==> src/core/irqack_pkg.sv <==
// Purpose: constants shared by the interrupt request and acknowledge block
// Assumes: single clock domain, APB register access
// Notes:
`default_nettype none
package irqack_pkg;
    // ****************************************
    // register map
    // ****************************************
    localparam logic [7:0] irqack_off_status  = 8'h00;
    localparam logic [7:0] irqack_off_mask    = 8'h04;
    localparam logic [7:0] irqack_off_unitmsk = 8'h08;
    localparam logic [7:0] irqack_off_coremsk = 8'h0c;
    localparam logic [7:0] irqack_off_autovec = 8'h10;
    localparam logic [7:0] irqack_off_vector  = 8'h14;
    localparam logic [7:0] irqack_off_state   = 8'h18;
    // status bits
    localparam int irqack_st_taken = 0;
    localparam int irqack_st_ack   = 1;
    localparam int irqack_st_nmi   = 2;
    localparam int irqack_st_w     = 3;
    // reset values
    localparam logic [2:0] irqack_coremsk_rst = 3'h7;
    localparam logic [6:0] irqack_unitmsk_rst = 7'h00;
    // acknowledge cycle encodings
    localparam logic [1:0]  irqack_type_ack  = 2'h3;
    localparam logic [26:0] irqack_addr_high = 27'h7ffffff;
    localparam logic [1:0]  irqack_addr_low  = 2'h0;
    localparam logic [7:0]  irqack_autovec_base = 8'h18;
    localparam logic [2:0]  irqack_lvl_nmi   = 3'h7;
endpackage : irqack_pkg
`default_nettype wire

==> src/core/irqack_sync.sv <==
// Purpose: double-flop synchroniser and two-sample stability filter
// Assumes: request lines asynchronous to clk_sys
// Notes: first stage read only by second stage
`timescale 1ns/1ps
`default_nettype none
module irqack_sync #(
    parameter int W = 3
) (
    input  wire logic         clk_sys,
    input  wire logic         nrst,
    input  wire logic [W-1:0] async_in,
    output var  logic [W-1:0] stable_out
);
    logic [W-1:0] s1_reg;
    logic [W-1:0] s2_reg;
    logic [W-1:0] s3_reg;
    logic [W-1:0] stable_reg;
    wire  logic   same;
    assign same = (s2_reg == s3_reg);
    always_ff @(posedge clk_sys) begin
        if (!nrst) begin
            s1_reg     <= '0;
            s2_reg     <= '0;
            s3_reg     <= '0;
            stable_reg <= '0;
        end else begin
            s1_reg <= async_in;
            s2_reg <= s1_reg;
            s3_reg <= s2_reg;
            if (same) begin
                stable_reg <= s3_reg;
            end
        end
    end
    assign stable_out = stable_reg;
endmodule : irqack_sync
`default_nettype wire

==> src/core/irqack_top.sv <==
// Purpose: interrupt recognition and acknowledge bus cycle generation
// Assumes: core gives instruction boundary and handler retire pulses
// Notes: request level pins are active low encoded
`timescale 1ns/1ps
`default_nettype none
module irqack_top (
    input  wire logic        clk_sys,
    input  wire logic        nrst,
    // apb
    input  wire logic        psel,
    input  wire logic        penable,
    input  wire logic        pwrite,
    input  wire logic [7:0]  paddr,
    input  wire logic [31:0] pwdata,
    output var  logic [31:0] prdata,
    output var  logic        pready,
    output var  logic        pslverr,
    output var  logic        irq_out,
    // request pins, active low level code
    input  wire logic [2:0]  interrupt_request_lines_n,
    // core side
    input  wire logic        insn_boundary,
    input  wire logic        insn_retire,
    input  wire logic        higher_exc_pending,
    input  wire logic        int_source_internal,
    output var  logic        exc_take,
    output var  logic [7:0]  exc_vector,
    output var  logic [2:0]  exc_level,
    // external bus acknowledge cycle
    output var  logic        address_strobe_n,
    output var  logic [31:0] bus_addr,
    output var  logic [1:0]  transfer_type,
    output var  logic [2:0]  transfer_modifier,
    output var  logic        bus_rnw,
    input  wire logic        transfer_acknowledge_n,
    input  wire logic [31:0] bus_rdata
);
    typedef enum logic [1:0] {irqack_idle, irqack_bus, irqack_handler} irqack_state_t;

    irqack_state_t state_reg;
    irqack_state_t state_next;
    logic [2:0]  level;
    logic [2:0]  coremsk_reg;
    logic [6:0]  unitmsk_reg;
    logic [6:0]  autovec_reg;
    logic        autovec_visible_reg;
    logic [3:0]  status_reg;
    logic [3:0]  mask_reg;
    logic [2:0]  prev_level_reg;
    logic        nmi_pend_reg;
    logic [2:0]  lvl_reg;
    logic        autovec_cur_reg;
    logic [7:0]  vector_reg;
    logic        take_reg;
    logic [1:0]  xack_sync_reg;
    logic [31:0] prdata_reg;

    // ****************************************
    // request filtering
    // ****************************************
    irqack_sync #(.W(3)) u_sync (
        .clk_sys    (clk_sys),
        .nrst       (nrst),
        .async_in   (~interrupt_request_lines_n),
        .stable_out (level)
    );

    function automatic logic [6:0] lvl_bit(input logic [2:0] l);
        lvl_bit = (l == 3'h0) ? 7'h00 : 7'(7'h01 << (l - 3'h1));
    endfunction : lvl_bit

    wire logic unit_pass;
    wire logic nmi_rise;
    wire logic core_pass;
    wire logic can_take;
    wire logic xack_seen;
    wire logic ext_cycle;
    wire logic wr;
    wire logic rd;
    wire logic lowered;
    assign unit_pass = (level == irqack_pkg::irqack_lvl_nmi) ||
                       ((lvl_bit(level) & unitmsk_reg) == 7'h00);
    assign nmi_rise  = (level == irqack_pkg::irqack_lvl_nmi) &&
                       (prev_level_reg != irqack_pkg::irqack_lvl_nmi);
    assign lowered   = wr && (paddr == irqack_pkg::irqack_off_coremsk) &&
                       (pwdata[2:0] != irqack_pkg::irqack_lvl_nmi) &&
                       (level == irqack_pkg::irqack_lvl_nmi);
    assign core_pass = (level != 3'h0) && unit_pass && (level > coremsk_reg) &&
                       (level != irqack_pkg::irqack_lvl_nmi);
    assign can_take  = insn_boundary && !higher_exc_pending &&
                       (state_reg == irqack_idle) && (core_pass || nmi_pend_reg);
    assign xack_seen = !xack_sync_reg[1];
    assign ext_cycle = int_source_internal ? !autovec_cur_reg :
                       (!autovec_cur_reg || !autovec_visible_reg);
    assign wr        = psel && penable && pwrite;
    assign rd        = psel && penable && !pwrite;

    // ****************************************
    // sequencing
    // ****************************************
    always_comb begin
        state_next = state_reg;
        unique case (state_reg)
            irqack_idle: begin
                if (can_take) begin
                    state_next = irqack_bus;
                end
            end
            irqack_bus: begin
                if (!ext_cycle || xack_seen) begin
                    state_next = irqack_handler;
                end
            end
            irqack_handler: begin
                if (insn_retire) begin
                    state_next = irqack_idle;
                end
            end
        endcase
    end

    always_ff @(posedge clk_sys) begin
        if (!nrst) begin
            state_reg      <= irqack_idle;
            prev_level_reg <= 3'h0;
            nmi_pend_reg   <= 1'b0;
            lvl_reg        <= 3'h0;
            autovec_cur_reg <= 1'b0;
            vector_reg     <= 8'h00;
            take_reg       <= 1'b0;
            xack_sync_reg  <= 2'h3;
        end else begin
            state_reg      <= state_next;
            prev_level_reg <= level;
            xack_sync_reg  <= {xack_sync_reg[0], transfer_acknowledge_n};
            take_reg       <= 1'b0;
            if (nmi_rise || lowered) begin
                nmi_pend_reg <= 1'b1;
            end else if (can_take && nmi_pend_reg) begin
                nmi_pend_reg <= 1'b0;
            end
            if (can_take) begin
                lvl_reg      <= nmi_pend_reg ? irqack_pkg::irqack_lvl_nmi : level;
                autovec_cur_reg <= autovec_reg[nmi_pend_reg ? 3'h6 : 3'(level - 3'h1)];
            end
            if (state_reg == irqack_bus && state_next == irqack_handler) begin
                take_reg <= 1'b1;
                if (autovec_cur_reg) begin
                    vector_reg <= 8'(irqack_pkg::irqack_autovec_base + {5'h00, lvl_reg});
                end else begin
                    vector_reg <= bus_rdata[31:24];
                end
            end
        end
    end

    // ****************************************
    // registers
    // ****************************************
    wire logic [3:0] ev;
    assign ev = {lowered, nmi_rise, xack_seen && state_reg == irqack_bus, take_reg};

    always_ff @(posedge clk_sys) begin
        if (!nrst) begin
            coremsk_reg      <= irqack_pkg::irqack_coremsk_rst;
            unitmsk_reg      <= irqack_pkg::irqack_unitmsk_rst;
            autovec_reg         <= 7'h00;
            autovec_visible_reg <= 1'b0;
            status_reg       <= 4'h0;
            mask_reg         <= 4'h0;
        end else begin
            if (wr && paddr == irqack_pkg::irqack_off_status) begin
                status_reg <= (status_reg & ~pwdata[3:0]) | ev;
            end else begin
                status_reg <= status_reg | ev;
            end
            if (wr && paddr == irqack_pkg::irqack_off_mask) begin
                mask_reg <= pwdata[3:0];
            end
            if (wr && paddr == irqack_pkg::irqack_off_unitmsk) begin
                unitmsk_reg <= {1'b0, pwdata[5:0]};
            end
            if (take_reg) begin
                coremsk_reg <= lvl_reg;
            end else if (wr && paddr == irqack_pkg::irqack_off_coremsk) begin
                coremsk_reg <= pwdata[2:0];
            end
            if (wr && paddr == irqack_pkg::irqack_off_autovec) begin
                autovec_reg         <= pwdata[6:0];
                autovec_visible_reg <= pwdata[8];
            end
        end
    end

    wire logic mapped;
    assign mapped = (paddr == irqack_pkg::irqack_off_status) || (paddr == irqack_pkg::irqack_off_mask) ||
                    (paddr == irqack_pkg::irqack_off_unitmsk) || (paddr == irqack_pkg::irqack_off_coremsk) ||
                    (paddr == irqack_pkg::irqack_off_autovec) || (paddr == irqack_pkg::irqack_off_vector) ||
                    (paddr == irqack_pkg::irqack_off_state);

    always_ff @(posedge clk_sys) begin
        if (!nrst) begin
            prdata_reg <= 32'h0;
        end else if (psel && !penable && !pwrite) begin
            unique case (paddr)
                irqack_pkg::irqack_off_status:  prdata_reg <= {28'h0, status_reg};
                irqack_pkg::irqack_off_mask:    prdata_reg <= {28'h0, mask_reg};
                irqack_pkg::irqack_off_unitmsk: prdata_reg <= {25'h0, unitmsk_reg};
                irqack_pkg::irqack_off_coremsk: prdata_reg <= {29'h0, coremsk_reg};
                irqack_pkg::irqack_off_autovec: prdata_reg <= {23'h0, autovec_visible_reg, 1'b0, autovec_reg};
                irqack_pkg::irqack_off_vector:  prdata_reg <= {24'h0, vector_reg};
                irqack_pkg::irqack_off_state:   prdata_reg <= {23'h0, state_reg, nmi_pend_reg, level, lvl_reg};
                default:                        prdata_reg <= 32'h0;
            endcase
        end
    end

    // ****************************************
    // outputs
    // ****************************************
    wire logic bus_active;
    assign bus_active        = (state_reg == irqack_bus) && ext_cycle;
    assign prdata            = prdata_reg;
    assign pready            = 1'b1;
    assign pslverr           = psel && penable && !mapped;
    assign irq_out           = |(status_reg & mask_reg);
    assign exc_take          = take_reg;
    assign exc_vector        = vector_reg;
    assign exc_level         = lvl_reg;
    assign address_strobe_n  = !bus_active;
    assign bus_addr          = bus_active ? {irqack_pkg::irqack_addr_high, lvl_reg,
                                              irqack_pkg::irqack_addr_low} : 32'h0;
    assign transfer_type     = bus_active ? irqack_pkg::irqack_type_ack : 2'h0;
    assign transfer_modifier = bus_active ? lvl_reg : 3'h0;
    assign bus_rnw           = 1'b1;
endmodule : irqack_top
`default_nettype wire

==> config.mk <==
export PLATFORM = sky130hd
export DESIGN_NAME = irqack_top
export DESIGN_NICKNAME = d
export VERILOG_FILES = /design/src/core/irqack_pkg.sv /design/src/core/irqack_sync.sv /design/src/core/irqack_top.sv
export SDC_FILE = /design/constraint.sdc
export NUM_CORES = 1
export LEC_CHECK = 0
export BUFFER_PORTS_ARGS = -buffer_cell sky130_fd_sc_hd__buf_2
export CAP_MARGIN = 20
export CORE_MARGIN = 3
export CORE_UTILIZATION = 45
export DETAILED_ROUTE_END_ITERATION = 10
export PLACE_DENSITY = 0.79
export SLEW_MARGIN = 0
export SYNTH_ARGS = -nofsm -noshare
export SYNTH_HDL_FRONTEND = slang
export SYNTH_HIERARCHICAL = 1
export SYNTH_SLANG_ARGS = --single-unit
==> constraint.sdc <==
create_clock -name clk_sys -period 2.7 [get_ports clk_sys]
set_clock_uncertainty 0.2 [all_clocks]
set_input_delay 0.135 -clock clk_sys [delete_from_list [all_inputs] [get_ports clk_sys]]
set_output_delay 0.135 -clock clk_sys [all_outputs]
set_load 0.02 [all_outputs]
# Word level (Yosys, flattened, before mapping)
# Cells that the tools add are included.
# Widths: inputs -> output; s select.
totals:
  register_bits: 90
  word_cells: 117
  out_inout_bits: 86
classes:
  bitwise: 7
  n_shift: 1
  n_reduce_logical: 51
  eq_ne: 14
  n_addsub: 2
  muxes: 21
  magnitude_cmp: 2
op_table:
  columns: ["op", "count"]
  rows:
  - ["$pmux 9 s7", 1]
  - ["$mux 32", 1]
  - ["$eq 8x5->1 const B", 3]
  - ["$logic_and 1x1->1", 23]
  - ["$eq 8x4->1 const B", 2]
  - ["$mux 3", 5]
  - ["$logic_or 1x1->1", 11]
  - ["$logic_not 1->1", 9]
  - ["$ne 3x3->1 const B", 3]
  - ["$and 4x4->4", 2]
  - ["$eq 8x3->1 const B", 1]
  - ["$logic_not 8->1", 1]
  - ["$mux 2", 4]
  - ["$mux 8", 1]
  - ["$or 4x4->4", 2]
  - ["$and 7x6->7", 1]
  - ["$logic_not 7->1", 1]
  - ["$mux 7", 1]
  - ["$shl 1x3->7 const A", 1]
  - ["$add 5x3->6 const A", 1]
  - ["$pmux 2 s3", 1]
  - ["$mux 1", 5]
  - ["$eq 2x2->1 const B", 2]
  - ["$lt 3x4->1 const B", 1]
  - ["14 further kinds", 15]

# Longest topological paths before layout
logic_depth:
  depth_word: 16
  depth_mapped: 8

# Cells and area by module
# The synthesis kept the hierarchy.
by_module_without_submodules:
  columns: ["mod", "cells_per_inst", "n_inst", "seq_area_each_um2", "area_each_um2"]
  rows:
  - ["irqack_top", 408, 1, 1101.1, 3463.3]
  - ["irqack_sync", 38, 1, 240.2, 396.6]

# Least setup slack after synthesis
# No wires, ideal clock.
synth_timing:
  path_kind: "register -> register"
  start: "reg u_sync.stable_reg[0] (netlist: u_sync/stable_out[0])"
  end: "reg vector_reg[0] (netlist: exc_vector[0])"
  setup_slack_ps: 241
  period_less_slack_ps: 2459
  path_stages_with_launch: 9
  setup_ps: 72
  arrival_ps: 2188
  n_path_buf: 1
  path_cell_list: "dfxtp_1 inv_1 ha_1 a222oi_1 mux2i_1 nor4b_4 a211o_2 buf_6 mux2i_1"
synth_between:
  elab_chain_cells: 15
  word_cells_on_any_way: 20
  cone_classes: "add/sub: 1; order compare: 1; eq/ne: 3; shift: 1; mux: 3; bitwise: 1; reduce/logical: 10"
synth_rtl:
  columns: ["element", "line_no", "rtl"]
  rows:
  - ["from (decl)", "irqack_sync.sv:17", "logic [W-1:0] stable_reg;"]
  - ["from (signal assigned)", "irqack_sync.sv:31", "stable_reg <= s3_reg;"]
  - ["$sub 3x1->3", "irqack_top.sv:69", "lvl_bit = (l == 3'h0) ? 7'h00 : 7'(7'h01 << (l - 3'h1));"]
  - ["$shl 1x3->7", "irqack_top.sv:69", null]
  - ["$mux 7", "irqack_top.sv:69", null]
  - ["$and 7x6->7", "irqack_top.sv:82", "((lvl_bit(level) & unitmsk_reg) == 7'h00);"]
  - ["$logic_not 7->1", "irqack_top.sv:82", null]
  - ["$logic_or 1x1->1", "irqack_top.sv:81", "assign unit_pass = (level == irqack_pkg::irqack_lvl_nmi) ||"]
  - ["$logic_and 1x1->1 (2 in series)", "irqack_top.sv:88", "assign core_pass = (level != 3'h0) && unit_pass && (level > coremsk_reg) &&"]
  - ["$logic_and 1x1->1 *", "irqack_top.sv:88", null]
  - ["$logic_or 1x1->1 *", "irqack_top.sv:91", "(state_reg == irqack_idle) && (core_pass || nmi_pend_reg);"]
  - ["$logic_and 1x1->1 *", "irqack_top.sv:91", null]
  - ["$mux 2 *", "irqack_top.sv:105", "if (can_take) begin"]
  - ["$pmux 2 s3 *", "irqack_top.sv:103", "unique case (state_reg)"]
  - ["$eq 2x2->1 *", "irqack_top.sv:146", "if (state_reg == irqack_bus && state_next == irqack_handler) begin"]
  - ["$logic_and 1x1->1 *", "irqack_top.sv:146", null]
  - ["to (signal assigned)", "irqack_top.sv:149", "vector_reg <= 8'(irqack_pkg::irqack_autovec_base + {5'h00, lvl_reg});"]
  - ["to (signal assigned)", "irqack_top.sv:151", "vector_reg <= bus_rdata[31:24];"]
  - ["to (decl)", "irqack_top.sv:53", "logic [7:0] vector_reg;"]
# Mark *: on every way between the ends. The rest lies on a longest branch, timed or not.
# A chain may end at the register's enable or synchronous reset.

# Final worst setup path
layout_timing:
  start: "reg u_sync.stable_reg[0] (netlist: u_sync/stable_out[0])"
  end: "reg autovec_cur_reg"
layout_between:
  elab_chain_cells: 11
  word_cells_on_any_way: 19
  cone_classes: "add/sub: 1; order compare: 1; eq/ne: 2; shift: 1; mux: 4; bitwise: 1; reduce/logical: 9"
layout_rtl:
  columns: ["element", "line_no", "rtl"]
  rows:
  - ["$sub 3x1->3", "irqack_top.sv:69, irqack_top.sv:144", null]
  - ["$shl 1x3->7", "irqack_top.sv:69", null]
  - ["$mux 7", "irqack_top.sv:69", null]
  - ["$and 7x6->7", "irqack_top.sv:82", null]
  - ["$logic_not 7->1", "irqack_top.sv:82", null]
  - ["$logic_or 1x1->1", "irqack_top.sv:81", null]
  - ["$logic_and 1x1->1 (3 in series)", "irqack_top.sv:88", null]
  - ["$logic_or 1x1->1", "irqack_top.sv:91", null]
  - ["$logic_and 1x1->1", "irqack_top.sv:91", null]
  - ["to (signal assigned)", "irqack_top.sv:144", "autovec_cur_reg <= autovec_reg[nmi_pend_reg ? 3'h6 : 3'(level - 3'h1)];"]
  - ["to (decl)", "irqack_top.sv:52", "logic autovec_cur_reg;"]
# Parallel ways exist; a longest one is shown, timed or not. The select of a mux whose other input is x is not followed.

==> run_results.csv <==
group,metric,value,unit
synth,synth_edf_count,0,
global_route,track_usage,0.200,
placed_design,gp_congestion,0.942,
global_route,grt_pass1_wl,15.4,mm
worst_setup_path,cp.arrival,2.56,ns
layout,largest_reg_flops,9,
global_route,grt-ovfl-total,0,
global_route,grt_pass1_vias,3122,
sta,period_share,0.918,
worst_setup_path,end_kind,"flop",
floorplanning,die_y,98.6,µm
synth,yosysWarningCount,6,
floorplanning,row_count,33,
detailed_routing,drc,0,
sta,slew_violations,0,
sta,hold_viol_final,0,
synth,synth_flop_cell,"dfxtp_1",
sta,setup_slack,0.221,ns
floorplanning,pin_count,171,
worst_setup_path,max_stage_delay,0.39,ns
detailed_routing,wire_per_inst,14.7,µm
clock_tree,clockBufferDepth,2,
detailed_routing,dr.pass1.iters,4,
clock_tree,insertion_delay,0.35,ns
clock_tree,clk_transition_reported_paths,0.07,ns
synth,yosysTopAreaCellShare,0.347,
detailed_routing,dr_total_vias,3348,
placed_design,io_buffers,95,
worst_setup_path,required,2.78,ns
sta,finalSetupTns,0,ns
clock_tree,cts_root_buf,"clkbuf_8",
power_and_ir_drop,p_per_area,419,nW/µm²
worst_setup_path,crit_fanout,7,
global_route,grt_use_met1,0.242,
sta,max_freq,403,MHz
detailed_routing,viasPerCell,5.17,
global_route,use_met3,0.0418,
worst_setup_path,cp-start-kind,"flop",
global_route,grt_start_max_net_pins,36,
floorplanning,dieWidth,98.6,µm
worst_setup_path,critPathSlowestCell,"dfxtp_2",
worst_setup_path,critical_path_class,"reg2reg",
clock_tree,numCtsBuffers,9,
flow_run,maxCapViolCount,0,
status,status,"finished, final reports clean",
clock_tree,post-cts-setup-buffer-count,0,
synth,yosys.area.top_type,"dfxtp_1",
detailed_routing,wirelength,9.56,mm
clock_tree,htreeDepth,3,
synth,ys_seq_elements,67,
global_route,antenna_found_initial,0,
layout,layout.nets,635,
clock_tree,cts_sinks,67,
layout,nFillCells,742,
detailed_routing,antenna_left,0,
synth,synthCells,446,
sta,min_period,2.48,ns
worst_setup_path,crit_top_cell,"mux2i_1",
synth,ys_types,57,
worst_setup_path,crit_family,"compound AO/OA/AOI/OAI gates",
power_and_ir_drop,ir_drop,0.000379,V
power_and_ir_drop,leakagePower,0.00208,µW
global_route,grt.busiest_layer,"met2",
layout,diodes,0,
sta,worst_pin_slew,0.703,ns
synth,synth_area_leaders,"dfxtp_1 35%, buf_4 11%, mux2i_1 11%",
worst_setup_path,ff2ff_setup_slack,0.22,ns
clock_tree,cts_tree,"yes",
worst_setup_path,crit_chain,"inv_1 > ha_1 > a222oi_1 > mux2i_1 > nor4b_4 > buf_4 > o21a_1 > mux2i_1",
layout,syn_to_final_growth,18.0,%
detailed_routing,dr.first_iter.drc_count,240,
synth,async_reset_ff_frac,0,
sta,rsz0062_at_grt,"no",
sta,setup-violations-final,0,
floorplanning,dieArea,9720,µm²
sta,slew_headroom,0.530,
synth,synth_area_per_cell,8.65,µm²
placed_design,pre_cts_ws,0.158,ns
synth,syn_area,3860,µm²
hold_path,hold_class,"in2reg",
global_route,met2_usage,0.339,
placed_design,hpwl,7.00,mm
floorplanning,initial_utilization,0.467,
synth,ys_seq_area_frac,0.347,
floorplanning,core_area,8260,µm²
layout,drive_above_1_share,0.258,
worst_setup_path,timing.critical_path.buf_inv,2,
## cells in the mapped netlist (all sizes together) (3+ instances only)
cell	number
a211oi	3
a21oi	17
a22oi	6
and2	12
and3	4
buf	65
clkbuf	10
dfxtp	67
ha	12
inv	20
mux2	5
mux2i	42
nand2	41
nand2b	6
nand3	15
nand3b	3
nand4	3
nor2	39
nor3	11
nor4b	3
o21ai	27
xor2	4
## layer usage
| metal | vias to the layer above | wire length (µm) |
|---|---|---|
| li1 | 1634 | - |
| met2 | 166 | 4690 |
| met3 | 24 | 717 |
| met4 | 0 | 297 |
| met1 | 1524 | 3860 |
| met5 | - | 0 |
## what timing repair did
| item | 4_1_cts | 5_1_grt |
|---|---|---|
| resized for setup | 0 | 2 |
| endpoints found under the hold margin | 43 | 0 |
| endpoints found under the setup margin | 0 | 7 |
| hold buffers | 27 | 0 |
## power by group
group	leakage, µW	internal, µW	switching (µW)
Sequential	0.000542	996	4.41
Combinational	0.00145	76.9	117
Clock	0.0000887	328	384
Total	0.00208	1400	506
## path summary, 6_finish.rpt
kind	start	end	depth (start not counted)
max	u_sync/stable_out[0]	autovec_cur_reg	8
max reg2reg	u_sync/stable_out[0]	autovec_cur_reg	8
min reg2reg	xack_sync_reg[0]	xack_sync_reg[1]	1
min	paddr[7]	prdata[6]	3
## cells by family (layout without fill, tap and decap cells)
logic type               count (synthesis)  in the layout  share of synthesized area
multiplexers                            48             48                      0.129
buffers and inverters                   96            168                      0.156
AO/OA/AOI/OAI                           72             72                      0.117
adder cells (fa/ha/maj)                 12             12                     0.0389
XOR/XNOR                                 4              4                     0.0139
flip-flops                              67             67                      0.347
AND/OR/NAND/NOR                        145            145                      0.195
other                                    2             27                    0.00195
## through the flow
step	instances	hold WS (ns)	instance area, µm²	util	power, µW
2_1_floorplan	471	0.00804	3950	-	1160
3_3_place_gp	605	0.120	4110	0.497	1180
3_5_place_dp	605	0.122	4110	0.497	1180
4_1_cts	648	0.00972	4550	0.550	1920
5_1_grt	648	0.0205	4550	0.552	1990
6_report	648	0.0263	4550	0.552	1910
## worst register-to-register path: stages, from the launching register on
cell and delay [ns]:
dfxtp_2 0.39, inv_1 0.12, ha_1 0.24, a222oi_1 0.34, mux2i_1 0.18, nor4b_4 0.38, buf_4 0.20, o21a_1 0.15
mux2i_1 0.20
## cells in the final DEF, fill, tap and decap left out, types with 3 or more instances in the layout
cell	synthesis	layout
ha_1	12	12
buf_2	3	95
buf_4	59	9
nand2b_1	6	6
dfxtp_1	67	66
clkinv_2	0	4
nand3b_1	3	3
nor3_1	10	10
inv_1	20	20
and2_1	11	11
a21oi_1	17	17
mux2i_1	42	42
a22oi_1	6	6
nand2_1	41	41
dlygate4sd3_1	0	27
nand3_1	15	15
clkbuf_8	0	9
o21ai_0	27	27
nand4_1	3	3
mux2_2	5	5
and3_1	4	4
a211oi_1	3	3
xor2_1	3	3
nor2_1	35	35
conb_1	2	27
## layout make-up
type                            count  area (µm²)  area share
Timing Repair Buffer              131         813       0.179
Inverter                           21        78.8      0.0173
Sequential cell                    67        1340       0.295
Clock inverter                      7        45.0     0.00989
Clock buffer                        9         124      0.0272
Tap cell                          105         131      0.0288
Multi-Input combinational cell    308        2020       0.443
No activity file was read; power rests on OpenSTA's default activity.
